$ cat config.mk
export PLATFORM = sky130hd
export DESIGN_NAME = irq_priority_keypad_match
export DESIGN_NICKNAME = d
export VERILOG_FILES = /design/src/hw/irq_prio_pkg.sv /design/src/hw/irq_priority_keypad_match.sv
export SDC_FILE = /design/constraint.sdc
export NUM_CORES = 1
export LEC_CHECK = 0
export ABC_AREA = 1
export BUFFER_PORTS_ARGS = -buffer_cell sky130_fd_sc_hd__buf_4
export CORE_ASPECT_RATIO = 2
export CORE_UTILIZATION = 45
export CTS_BUF_LIST = sky130_fd_sc_hd__clkbuf_4
export DETAILED_ROUTE_END_ITERATION = 8
export PLACE_DENSITY = 0.79
export SLEW_MARGIN = 20
export SYNTH_ARGS = -nofsm -noshare
export SYNTH_HDL_FRONTEND = slang
export SYNTH_SLANG_ARGS = --single-unit
$ cat constraint.sdc
create_clock -name SYS_CLK -period 1.25 [get_ports SYS_CLK]
set_input_delay 0.125 -clock SYS_CLK [delete_from_list [all_inputs] [get_ports SYS_CLK]]
set_output_delay 0.125 -clock SYS_CLK [all_outputs]
set_load 0.02 [all_outputs]
$ cat src/hw/irq_prio_pkg.sv
// irq_prio_pkg: register addresses, reset values, field positions and
// source indices for the priority and keypad-match block.
// assumes an 8-bit special function register port on the core side.
`default_nettype none
package irq_prio_pkg;
  // ==========================================================
  // register addresses
  localparam logic [7:0] ADDR_PRIO_B = 8'hae;
  localparam logic [7:0] ADDR_PRIO_A = 8'hb8;
  localparam logic [7:0] ADDR_KPATN = 8'hd5;
  localparam logic [7:0] ADDR_KCTRL = 8'hd6;
  localparam logic [7:0] ADDR_KMASK = 8'hd7;
  localparam logic [7:0] ADDR_AUXEN = 8'had;
  // ==========================================================
  // reset values
  localparam logic [7:0] RST_PRIO = 8'h00;
  localparam logic [7:0] RST_KPATN = 8'hff;
  localparam logic [7:0] RST_KMASK = 8'h00;
  localparam logic [7:0] RST_AUXEN = 8'h00;
  // ==========================================================
  // field positions
  localparam int KCTRL_FLAG = 0;
  localparam int KCTRL_POL = 1;
  localparam int PRIOB_SPI = 0;
  localparam int PRIOB_KEY = 5;
  localparam int PRIOB_TWO = 6;
  localparam int PRIOB_USB = 7;
  localparam logic [7:0] PRIOB_USED = 8'he1;
  // ==========================================================
  // source indices, lowest index wins within a level
  localparam int NSRC = 12;
  localparam int SRC_KEY = 10;
  localparam logic [3:0] SRC_NONE = 4'hf;
  // level values
  localparam logic LVL_HIGH = 1'b1;
  localparam logic LVL_LOW = 1'b0;

  typedef enum {ST_IDLE, ST_LOW, ST_HIGH, ST_HIGH_OVER_LOW} nest_t;

  typedef struct packed {
    logic wr;
    logic rd;
    logic [7:0] addr;
    logic [7:0] wdata;
  } sfr_req_t;

  typedef struct packed {
    logic [7:0] prio_a;
    logic [7:0] prio_b;
    logic [7:0] kpatn;
    logic [7:0] kmask;
    logic [7:0] auxen;
    logic kpol;
    logic kflag;
    logic [7:0] rdata;
    logic [23:0] pin_s;
    nest_t nest;
    logic [3:0] low_src;
    logic [3:0] high_src;
    logic [3:0] grant_src;
    logic grant;
    logic grant_lvl;
    logic key_req;
    logic wake;
  } state_t;
endpackage : irq_prio_pkg
`default_nettype wire

$ cat src/hw/irq_priority_keypad_match.sv
// irq_priority_keypad_match: two-level priority resolver with nesting
// and the keypad pattern-match interrupt source.
// assumes the core pulses GRANT_ACK and RETURN_DONE for one clock.
`default_nettype none
module irq_priority_keypad_match
  import irq_prio_pkg::*;
(
  input wire logic SYS_CLK,
  input wire logic RSTN,
  input wire logic CLK_EN,
  input wire logic SFR_WR,
  input wire logic SFR_RD,
  input wire logic [7:0] SFR_ADDR,
  input wire logic [7:0] SFR_WDATA,
  output logic [7:0] SFR_RDATA,
  input wire logic [7:0] PORT_ZERO_PINS,
  input wire logic [10:0] PERIPH_REQ,
  input wire logic [6:0] STD_ENABLE,
  input wire logic GLOBAL_IRQ_GATE,
  input wire logic SELF_PROGRAMMING_HALT,
  input wire logic GRANT_ACK,
  input wire logic RETURN_DONE,
  output logic IRQ_GRANT,
  output logic [3:0] IRQ_SRC,
  output logic IRQ_LEVEL,
  output logic KEYPAD_REQ,
  output logic WAKE
);
  // ==========================================================
  // state
  state_t s_reg;
  state_t s_next;
  sfr_req_t req;
  logic [7:0] pins;
  logic [7:0] pins_prev;
  logic match;
  logic [NSRC-1:0] raw_req;
  logic [NSRC-1:0] enab;
  logic [NSRC-1:0] lvl;
  logic [NSRC-1:0] pend;
  logic [NSRC-1:0] pend_hi;
  logic [NSRC-1:0] pend_lo;
  logic [3:0] pick_hi;
  logic [3:0] pick_lo;
  logic cur_high;
  logic busy_low;
  logic in_service;

  // pin settling, decode and arbitration helpers
  logic [7:0] pin_agree;
  logic pins_stable;
  logic wr_prio_a;
  logic wr_prio_b;
  logic wr_kpatn;
  logic wr_kmask;
  logic wr_auxen;
  logic wr_kctrl;
  logic [7:0] rd_val;
  logic offer_hi;
  logic offer_lo;
  logic hold_off;

  assign req = '{wr: SFR_WR, rd: SFR_RD, addr: SFR_ADDR, wdata: SFR_WDATA};
  assign pins = s_reg.pin_s[23:16];
  assign pins_prev = s_reg.pin_s[15:8];

  // ==========================================================
  // source tables
  // sources 0..7 follow the first register bit order, 8 usb, 9 two-wire,
  // 10 keypad, 11 spi; request 10 comes from the local flag
  always_comb
  begin
    lvl[7:0] = s_reg.prio_a;
    lvl[8] = s_reg.prio_b[PRIOB_USB];
    lvl[9] = s_reg.prio_b[PRIOB_TWO];
    lvl[10] = s_reg.prio_b[PRIOB_KEY];
    lvl[11] = s_reg.prio_b[PRIOB_SPI];

    enab[6:0] = STD_ENABLE;
    enab[7] = 1'b0;
    enab[8] = s_reg.auxen[PRIOB_USB];
    enab[9] = s_reg.auxen[PRIOB_TWO];
    enab[10] = s_reg.auxen[PRIOB_KEY];
    enab[11] = s_reg.auxen[PRIOB_SPI];

    raw_req[9:0] = PERIPH_REQ[9:0];
    raw_req[10] = s_reg.kflag;
    raw_req[11] = PERIPH_REQ[10];
  end

  genvar g;
  generate
    for (g = 0; g < NSRC; g++)
    begin : g_src
      assign pend[g] = raw_req[g] & enab[g] & GLOBAL_IRQ_GATE;
      assign pend_hi[g] = pend[g] & (lvl[g] == LVL_HIGH);
      assign pend_lo[g] = pend[g] & (lvl[g] == LVL_LOW);
    end
  endgenerate

  // ==========================================================
  // pin settling: a match counts only once stages two and three agree on all eight bits
  generate
    for (g = 0; g < 8; g++)
    begin : g_pin
      assign pin_agree[g] = (pins[g] == pins_prev[g]);
    end
  endgenerate
  assign pins_stable = &pin_agree;

  // lowest index wins, same order at both levels
  function automatic logic [3:0] first_set(input logic [NSRC-1:0] v);
    logic [3:0] r;
    r = SRC_NONE;
    for (int i = NSRC - 1; i >= 0; i--)
    begin
      if (v[i])
      begin
        r = 4'(i);
      end
    end
    return r;
  endfunction : first_set

  assign pick_hi = first_set(pend_hi);
  assign pick_lo = first_set(pend_lo);

  // ==========================================================
  // keypad comparison on synchronised pins
  always_comb
  begin
    if (s_reg.kpol)
    begin
      match = ((pins ^ s_reg.kpatn) & s_reg.kmask) == 8'h00;
    end
    else
    begin
      match = ((pins ^ s_reg.kpatn) & s_reg.kmask) != 8'h00;
    end
  end

  assign cur_high = (s_reg.nest == ST_HIGH) || (s_reg.nest == ST_HIGH_OVER_LOW);
  assign busy_low = (s_reg.nest == ST_LOW);
  assign in_service = (s_reg.nest != ST_IDLE);
  assign offer_hi = (pick_hi != SRC_NONE) && !cur_high;
  assign offer_lo = (pick_lo != SRC_NONE) && !in_service;
  assign hold_off = SELF_PROGRAMMING_HALT || RETURN_DONE;

  // ==========================================================
  // register write decode
  assign wr_prio_a = req.wr && (req.addr == ADDR_PRIO_A);
  assign wr_prio_b = req.wr && (req.addr == ADDR_PRIO_B);
  assign wr_kpatn = req.wr && (req.addr == ADDR_KPATN);
  assign wr_kmask = req.wr && (req.addr == ADDR_KMASK);
  assign wr_auxen = req.wr && (req.addr == ADDR_AUXEN);
  assign wr_kctrl = req.wr && (req.addr == ADDR_KCTRL);

  // ==========================================================
  // register read mux
  always_comb
  begin
    unique case (req.addr)
      ADDR_PRIO_A: rd_val = s_reg.prio_a;
      ADDR_PRIO_B: rd_val = s_reg.prio_b;
      ADDR_KPATN: rd_val = s_reg.kpatn;
      ADDR_KMASK: rd_val = s_reg.kmask;
      ADDR_AUXEN: rd_val = s_reg.auxen;
      ADDR_KCTRL: rd_val = {6'h00, s_reg.kpol, s_reg.kflag};
      default: rd_val = 8'h00;
    endcase
  end

  // ==========================================================
  // next state
  always_comb
  begin
    s_next = s_reg;
    // three-stage pin shift; a match only counts on settled bits
    s_next.pin_s = {s_reg.pin_s[15:0], PORT_ZERO_PINS};

    // register writes
    if (wr_prio_a)
    begin
      s_next.prio_a = req.wdata;
    end

    if (wr_prio_b)
    begin
      s_next.prio_b = req.wdata & PRIOB_USED;
    end

    if (wr_kpatn)
    begin
      s_next.kpatn = req.wdata;
    end

    if (wr_kmask)
    begin
      s_next.kmask = req.wdata;
    end

    if (wr_auxen)
    begin
      s_next.auxen = req.wdata & PRIOB_USED;
    end

    if (wr_kctrl)
    begin
      s_next.kpol = req.wdata[KCTRL_POL];
      if (!req.wdata[KCTRL_FLAG])
      begin
        s_next.kflag = 1'b0;
      end
    end
    if (match && pins_stable)
    begin
      s_next.kflag = 1'b1;
    end

    // register reads
    s_next.rdata = 8'h00;
    if (req.rd)
    begin
      s_next.rdata = rd_val;
    end

    // nesting on handler return
    if (RETURN_DONE)
    begin
      unique case (s_reg.nest)
        ST_HIGH_OVER_LOW: s_next.nest = ST_LOW;
        ST_HIGH, ST_LOW: s_next.nest = ST_IDLE;
        default: s_next.nest = ST_IDLE;
      endcase
    end
    // accepted grant opens a handler
    if (GRANT_ACK && s_reg.grant)
    begin
      s_next.grant = 1'b0;
      if (s_reg.grant_lvl == LVL_HIGH)
      begin
        s_next.high_src = s_reg.grant_src;
        s_next.nest = busy_low ? ST_HIGH_OVER_LOW : ST_HIGH;
      end
      else
      begin
        s_next.low_src = s_reg.grant_src;
        s_next.nest = ST_LOW;
      end
    end
    else if (hold_off)
    begin
      s_next.grant = 1'b0;
    end
    else
    begin
      // arbitration: offer the best request the current level allows
      s_next.grant = 1'b0;
      if (offer_hi)
      begin
        s_next.grant = 1'b1;
        s_next.grant_src = pick_hi;
        s_next.grant_lvl = LVL_HIGH;
      end
      else if (offer_lo)
      begin
        s_next.grant = 1'b1;
        s_next.grant_src = pick_lo;
        s_next.grant_lvl = LVL_LOW;
      end
      else
      begin
        s_next.grant_src = SRC_NONE;
      end
    end

    s_next.key_req = pend[SRC_KEY];
    s_next.wake = pend[SRC_KEY];
  end

  // ==========================================================
  // registers
  always_ff @(posedge SYS_CLK or negedge RSTN)
  begin
    if (!RSTN)
    begin
      s_reg <= '{prio_a: RST_PRIO,
                 prio_b: RST_PRIO,
                 kpatn: RST_KPATN,
                 kmask: RST_KMASK,
                 auxen: RST_AUXEN,
                 kpol: 1'b0,
                 kflag: 1'b0,
                 rdata: 8'h00,
                 pin_s: 24'hffffff,
                 nest: ST_IDLE,
                 low_src: SRC_NONE,
                 high_src: SRC_NONE,
                 grant_src: SRC_NONE,
                 grant: 1'b0,
                 grant_lvl: 1'b0,
                 key_req: 1'b0,
                 wake: 1'b0};
    end
    else if (CLK_EN)
    begin
      s_reg <= s_next;
    end
  end

  // ==========================================================
  // outputs, each straight from the state register
  assign SFR_RDATA = s_reg.rdata;
  assign IRQ_GRANT = s_reg.grant;
  assign IRQ_SRC = s_reg.grant_src;
  assign IRQ_LEVEL = s_reg.grant_lvl;
  assign KEYPAD_REQ = s_reg.key_req;
  assign WAKE = s_reg.wake;
endmodule : irq_priority_keypad_match
`default_nettype wire
==> flow_summary.yaml, run 1 <==
outcome:
  outcome: "finished with violations"
  violations: "setup timing"
sta:
  final.setup.worst_slack_ns: -0.239
  fin_crit_ns: 1.49
  fmax_mhz: 672
  tns_ns: -1.26
  slew-limit-headroom_pct: 76.5
  slew_viol_final: 0
  rsz0062_at_grt: "true"
  min_period_over_period_pct: 119
  worstMarginPinSlew_ns: 0.350
  hold_violations: 0
  finClkSkew_ns: 0.0193
  setup_viol: 7
global_routing:
  grt_pass1_vias: 4241
  grt_use_total_pct: 26.0
  grt_pass1_wl_um: 18900
  antenna_found_initial: 1
  gr-total-overflow: 0
  grt_max_degree: 32
clock_network:
  tritoncts: "yes"
  cts_hold_buf: 22
  numCtsBuffers: 9
  clock_sinks: 75
  clk_pin_slew_worst_paths_ns: 0.13
  clk_path_buf_depth: 2
  h-tree-depth: 3
  cts-root-buf: "clkbuf_4"
  clk_latency_ns: 0.42
logic_synthesis:
  ys_warn_count: 0
  syn_nets: 575
  yosysSeqAreaShare_pct: 47.4
  synth_cells: 524
  ys_seq_elements: 75
  synth.distinct_cells: 37
  syn_area_um2: 4060
  synth_area_per_cell_um2: 7.74
min_path:
  worstHoldStart: "RETURN_DONE"
  hold_path.class: "in -> reg"
drt:
  ant_nets: 0
  drt-initial-drc-count: 170
  dr_total_vias: 4056
  drt_first_pass_iters: 7
  routed_wl_um: 11800
  drc: 0
  via_per_inst: 5.18
  wl_per_cell_um: 15.1
placed_design:
  hpwl_um: 8980
  io_buffer_count: 65
  gp_congestion: 0.980
critical_path:
  end_kind: "flop"
  reg2reg_from: "lvl[9]$_DFFE_PN0P_"
  cp-start-kind: "flop"
  crit_path_start: "lvl[9]$_DFFE_PN0P_"
  crit_type: "reg -> reg"
  cp_max_fo: 2
  required_ns: 1.61
  critPathArrivalTime_ns: 1.85
cells_and_area:
  areaGrowthSynthToFinish_pct: 38.4
  nets: 728
  drive_above_1_share_pct: 38.0
  fin_util_pct: 64.5
  largest_register_ffs: 19
floorplan:
  fp.dieH_um: 136
  die_area_um2: 9420
  start_util_pct: 46.6
  io_pins: 67
  core_um2: 8710
  die_w_um: 69.1
  rows: 48
power_and_ir_drop:
  p_per_area_nw_per_um2: 922
  p_leak_nw: 2.74
  irDropWorstVdd_mv: 0.630
flow_run:
  drv_cap: 0
==> path summary, 6_finish.rpt <==
path,slack (ns),cells past startpoint,end
setup / recovery,-0.24,10,IRQ_SRC[1]$_DFFE_PN1P_
hold / removal,0.01,4,IRQ_SRC[3]$_DFFE_PN1P_
min in group asynchronous,0.12,2,enab[11]$_DFFE_PN0P_
setup reg to reg,-0.24,10,IRQ_SRC[1]$_DFFE_PN1P_
hold reg to reg,0.47,2,s_next[56]$_DFFE_PN1P_
max in group asynchronous,0.56,3,s_reg[98]$_DFFE_PN1P_
==> repair_timing <==
item	in CTS	in global routing
hold endpoints to repair	70	1
pin swaps	13	24
buffers inserted	2	6
setup endpoints to repair	11	17
gates cloned	0	0
gates resized for setup	22	29
==> per-layer routing <==
metal  track usage [%]  part of all wire (%)
met5                 0                     0
met4              20.5                   6.8
met3              4.08                   3.2
met2              48.5                    55
met1              24.8                    35
==> power by group <==
group / total, mW / switching (mW) / leakage (nW) / internal (mW)
logic: 1.09 / 0.558 / 1.80 / 0.535
clock network: 1.27 / 0.857 / 0.0596 / 0.414
registers: 2.81 / 0.133 / 0.877 / 2.68
total: 5.18 / 1.55 / 2.74 / 3.63
==> layout by cell type, fill, tap and decap left out, types with 12 or more instances in the layout <==
cell / n
nand4_1: 13
nand2_1: 167
nand3_1: 23
dlygate4sd3_1: 22
dfstp_2: 36
nand2_2: 12
nor2_1: 28
inv_1: 47
inv_2: 12
o21ai_0: 48
dfrtp_1: 38
buf_4: 134
==> cell type report <==
class                   count  area (um^2)
fillers                   733         3090
flip-flops and latches     75         1920
multi-input cells         364         1850
repair buffers            168         1390
inverters                  59          221
well taps                 100          125
clock buffers              10         75.1
clock inverters             6         33.8
diodes                      1         2.50
==> Yosys cell counts (all sizes together) <==
master | number | area [um^2]
a21oi | 9 | 45.0
buf | 21 | 160
clkbuf | 5 | 20.0
dfrtp | 39 | 976
dfstp | 36 | 946
inv | 59 | 221
nand2 | 180 | 693
nand3 | 30 | 160
nand4 | 13 | 81.3
nor2 | 33 | 134
nor3 | 9 | 61.3
nor4 | 3 | 40.0
o2111ai | 2 | 17.5
o211ai | 1 | 7.51
o21a | 1 | 7.51
o21ai | 67 | 365
o221ai | 3 | 26.3
o22ai | 4 | 25.0
o31ai | 1 | 7.51
or2 | 3 | 18.8
xnor2 | 5 | 43.8
==> metrics by stage <==
step           hold WS (ns)  total power [mW]  worst slack [ns]  instance area, um^2  std cells
4_1_cts             -0.0287              5.17            -0.232                 5490        776
2_1_floorplan        -0.171              3.31           -0.0350                 4070        524
6_report             0.0139              5.18            -0.239                 5610        783
3_3_place_gp         0.0463              3.77            -0.277                 5090        736
3_5_place_dp         0.0501              3.80            -0.303                 5090        736
5_1_grt           -0.000889              5.44            -0.381                 5610        783
==> worst max-delay path, cell delays in order, from the launching register on <==
cell	delay, ns
dfrtp_1	0.41
buf_6	0.12
inv_2	0.03
nand4_1	0.13
buf_4	0.18
a21oi_1	0.14
nor2_1	0.05
nor2_1	0.09
o21ai_1	0.07
o21ai_1	0.13
nand2_1	0.06
==> logic make-up (layout without fill, tap and decap cells) <==
logic type	Yosys count	count (layout)	synth area share [%]
compound gates	88	88	12.4
simple gates	271	271	29.3
xor+xnor	5	5	1.08
buf+inv	85	243	9.90
flops	75	75	47.4
other cells	0	1	0
(Power assumes the default switching activity.)
==> run 2: changes to the inputs <==
--- a/config.mk
+++ b/config.mk
@@ -5,13 +5,12 @@
 export SDC_FILE = /design/constraint.sdc
 export NUM_CORES = 1
 export LEC_CHECK = 0
-export ABC_AREA = 1
-export BUFFER_PORTS_ARGS = -buffer_cell sky130_fd_sc_hd__buf_4
 export CORE_ASPECT_RATIO = 2
 export CORE_UTILIZATION = 45
 export CTS_BUF_LIST = sky130_fd_sc_hd__clkbuf_4
 export DETAILED_ROUTE_END_ITERATION = 8
-export PLACE_DENSITY = 0.79
+export DONT_BUFFER_PORTS = 1
+export PLACE_DENSITY = 0.72
 export SLEW_MARGIN = 20
 export SYNTH_ARGS = -nofsm -noshare
 export SYNTH_HDL_FRONTEND = slang
==> run 2 against run 1 <==
Compared with the run above: the run ends with hold timing, setup timing left; clock skew is 0.0068 ns higher; final area is 6.0% lower; critical path depth is 3 lower; highest routed layer unchanged; flip-flop and latch count stayed put; critical endpoint is now IRQ_SRC[0]$_DFFE_PN1P_; cell count is 31% lower; clock power is 51% higher.
==> flow_summary.yaml, run 2 <==
outcome:
  outcome: "finished with violations"
  violations: "hold timing, setup timing"
logic_synthesis:
  synth_cells: 341
  yosysSeqAreaShare_pct: 46.7
  synth_top_area_share_pct: 23.7
  synth_common_cells: "dfrtp_1, dfstp_2, mux2_1"
  synth_top_area_cell: "dfrtp_1"
  synth_area_per_cell_um2: 12.1
  synthTopCellsByArea: "dfrtp_1, dfstp_2, mux2_1"
  synth-async-reset-ratio_pct: 100
  synth_ff_type: "dfrtp_1"
  ys_seq_elements: 75
  syn_area_um2: 4120
  ys_warn_count: 0
  yosysMostFrequentCell: "dfrtp_1"
  syn_nets: 392
  synth_edf_count: 0
  synth.distinct_cells: 63
drt:
  drc: 0
  wl_per_cell_um: 21.2
  via_per_inst: 5.89
  routed_wl_um: 11400
  drt-initial-drc-count: 150
  dr_total_vias: 3183
  ant_nets: 0
  drt_first_pass_iters: 4
global_routing:
  grt_pass1_vias: 3361
  grt_pass1_wl_um: 17100
  grt_max_degree: 76
  grt_use_total_pct: 24.2
  gr-total-overflow: 0
  antenna_found_initial: 1
sta:
  hold_violations: 75
  setup_viol: 10
  fmax_mhz: 655
  rsz0062_at_grt: "true"
  whs_ns: -0.645
  slew_viol_final: 0
  tns_ns: -2.05
  final.setup.worst_slack_ns: -0.276
  slew-limit-headroom_pct: 73.5
  min_period_over_period_pct: 122
  worstMarginPinSlew_ns: 0.397
  finClkSkew_ns: 0.0261
  fin_crit_ns: 1.53
power_and_ir_drop:
  p_per_area_nw_per_um2: 1070
  p_comb_share_pct: 14.7
  switching_power_mw: 1.41
  clockPowerShare_pct: 34.0
  p_int_mw: 4.26
  p_leak_nw: 2.38
  power_frac_seq_pct: 51.3
  irDropWorstVdd_mv: 0.926
  swShare_pct: 24.8
clock_network:
  clk_pin_slew_worst_paths_ns: 0.14
  numCtsBuffers: 9
  cts_hold_buf: 24
  clock_sinks: 75
  clk_path_buf_depth: 2
  h-tree-depth: 3
  clk_latency_ns: 0.45
  cts-root-buf: "clkbuf_4"
  tritoncts: "yes"
cells_and_area:
  areaGrowthSynthToFinish_pct: 28.2
  layout.area.seq_um2: 1920
  multi_input_comb_area_um2: 2110
  nets: 483
  fin_util_pct: 58.9
  layout_commonest_cell: "buf_4"
  fill_cells: 727
  drive_above_1_share_pct: 48.5
  mostFrequentLayoutCells: "buf_4, dfrtp_1, dfstp_2, mux2_2, nand2_1"
  largest_register_ffs: 19
  design_area_um2: 5280
critical_path:
  end_kind: "flop"
  cp_max_fo: 3
  r2r_cells: 7
  rrSetupSlack_ns: -0.28
  critPathArrivalTime_ns: 1.92
  crit_type: "reg -> reg"
  required_ns: 1.64
  r2r_end: "IRQ_SRC[0]$_DFFE_PN1P_"
  cp-start-kind: "flop"
  crit_path_start: "lvl[2]$_DFFE_PN0P_"
  reg2reg_from: "lvl[2]$_DFFE_PN0P_"
floorplan:
  fp.dieH_um: 137
  core_um2: 8950
  die_w_um: 69.6
  io_pins: 67
  rows: 49
  start_util_pct: 46.0
  die_area_um2: 9550
min_path:
  hold_path.class: "in -> async"
placed_design:
  gp_congestion: 0.874
  place_area_um2: 4610
  io_buffer_count: 0
  hpwl_um: 8230
  dp_slack_ns: -0.333
flow_run:
  drv_cap: 0
run 2: through the flow:
stage	cells	hold slack (ns)	power, mW
after floorplan	341	-0.171	3.43
after global placement	485	-0.167	3.60
after detailed placement	485	-0.168	3.63
after CTS	534	-0.666	5.66
after global routing	540	-0.671	5.87
final	540	-0.645	5.67
run 2: routing by layer:
metal	vias to the layer above	track usage (%)	wire, um
met2	89	45.7	6570
met5	-	0	0
met3	39	4.75	432
met4	0	17.2	565
met1	1583	22.8	3880
li1	1472	-	-
run 2: layout make-up:
type / instances / area share, %
repair buffers: 107 / 17.3
inverters: 5 / 0.356
multi-input cells: 234 / 39.9
flip-flops and latches: 75 / 36.5
well taps: 102 / 2.42
clock buffers: 11 / 1.57
diodes: 1 / 0.0474
clock inverters: 5 / 1.92
run 2: worst max path at each step:
stage | slack (ns) | to | depth (start not counted)
5_1_grt | -0.37 | IRQ_SRC[2]$_DFFE_PN1P_ | 5
3_5_place_dp | -0.33 | lvl[9]$_DFFE_PN0P_ | 5
4_1_cts | -0.28 | IRQ_SRC[1]$_DFFE_PN1P_ | 5
6_report | -0.28 | IRQ_SRC[0]$_DFFE_PN1P_ | 7
2_1_floorplan | -0.14 | s_reg[90]$_DFFE_PN0P_ | 5
3_3_place_gp | -0.33 | lvl[8]$_DFFE_PN0P_ | 5
run 2: cell families after synthesis:
logic type | after synthesis | share of synthesized area [%]
XOR/XNOR | 17 | 3.62
multiplexers | 57 | 16.3
buffers and inverters | 32 | 5.20
AND/OR/NAND/NOR | 99 | 16.4
flip-flops | 75 | 46.7
AO/OA/AOI/OAI | 61 | 11.7
run 2: repair_timing:
| action | CTS | global route |
|---|---|---|
| gates resized for setup | 10 | 16 |
| setup buffers | 10 | 8 |
| endpoints found under the setup margin | 11 | 22 |
| pin swaps | 15 | 26 |
| hold endpoints to repair | 139 | 75 |
run 2: critical path: stages, from the launching register on:
cell and delay, ns:
dfrtp_1 0.42, buf_6 0.13, and4b_1 0.20, buf_4 0.14, nand2_1 0.07, o221ai_2 0.10, o2111ai_2 0.21, o221a_2 0.21
run 2: power by group through the flow:
stage	logic [mW]	clock network, mW	registers (mW)
2_1_floorplan	0.537	0	2.89
3_3_place_gp	0.656	0	2.94
3_5_place_dp	0.673	0	2.95
4_1_cts	0.805	1.94	2.91
5_1_grt	0.894	2.04	2.94
6_report	0.833	1.92	2.91
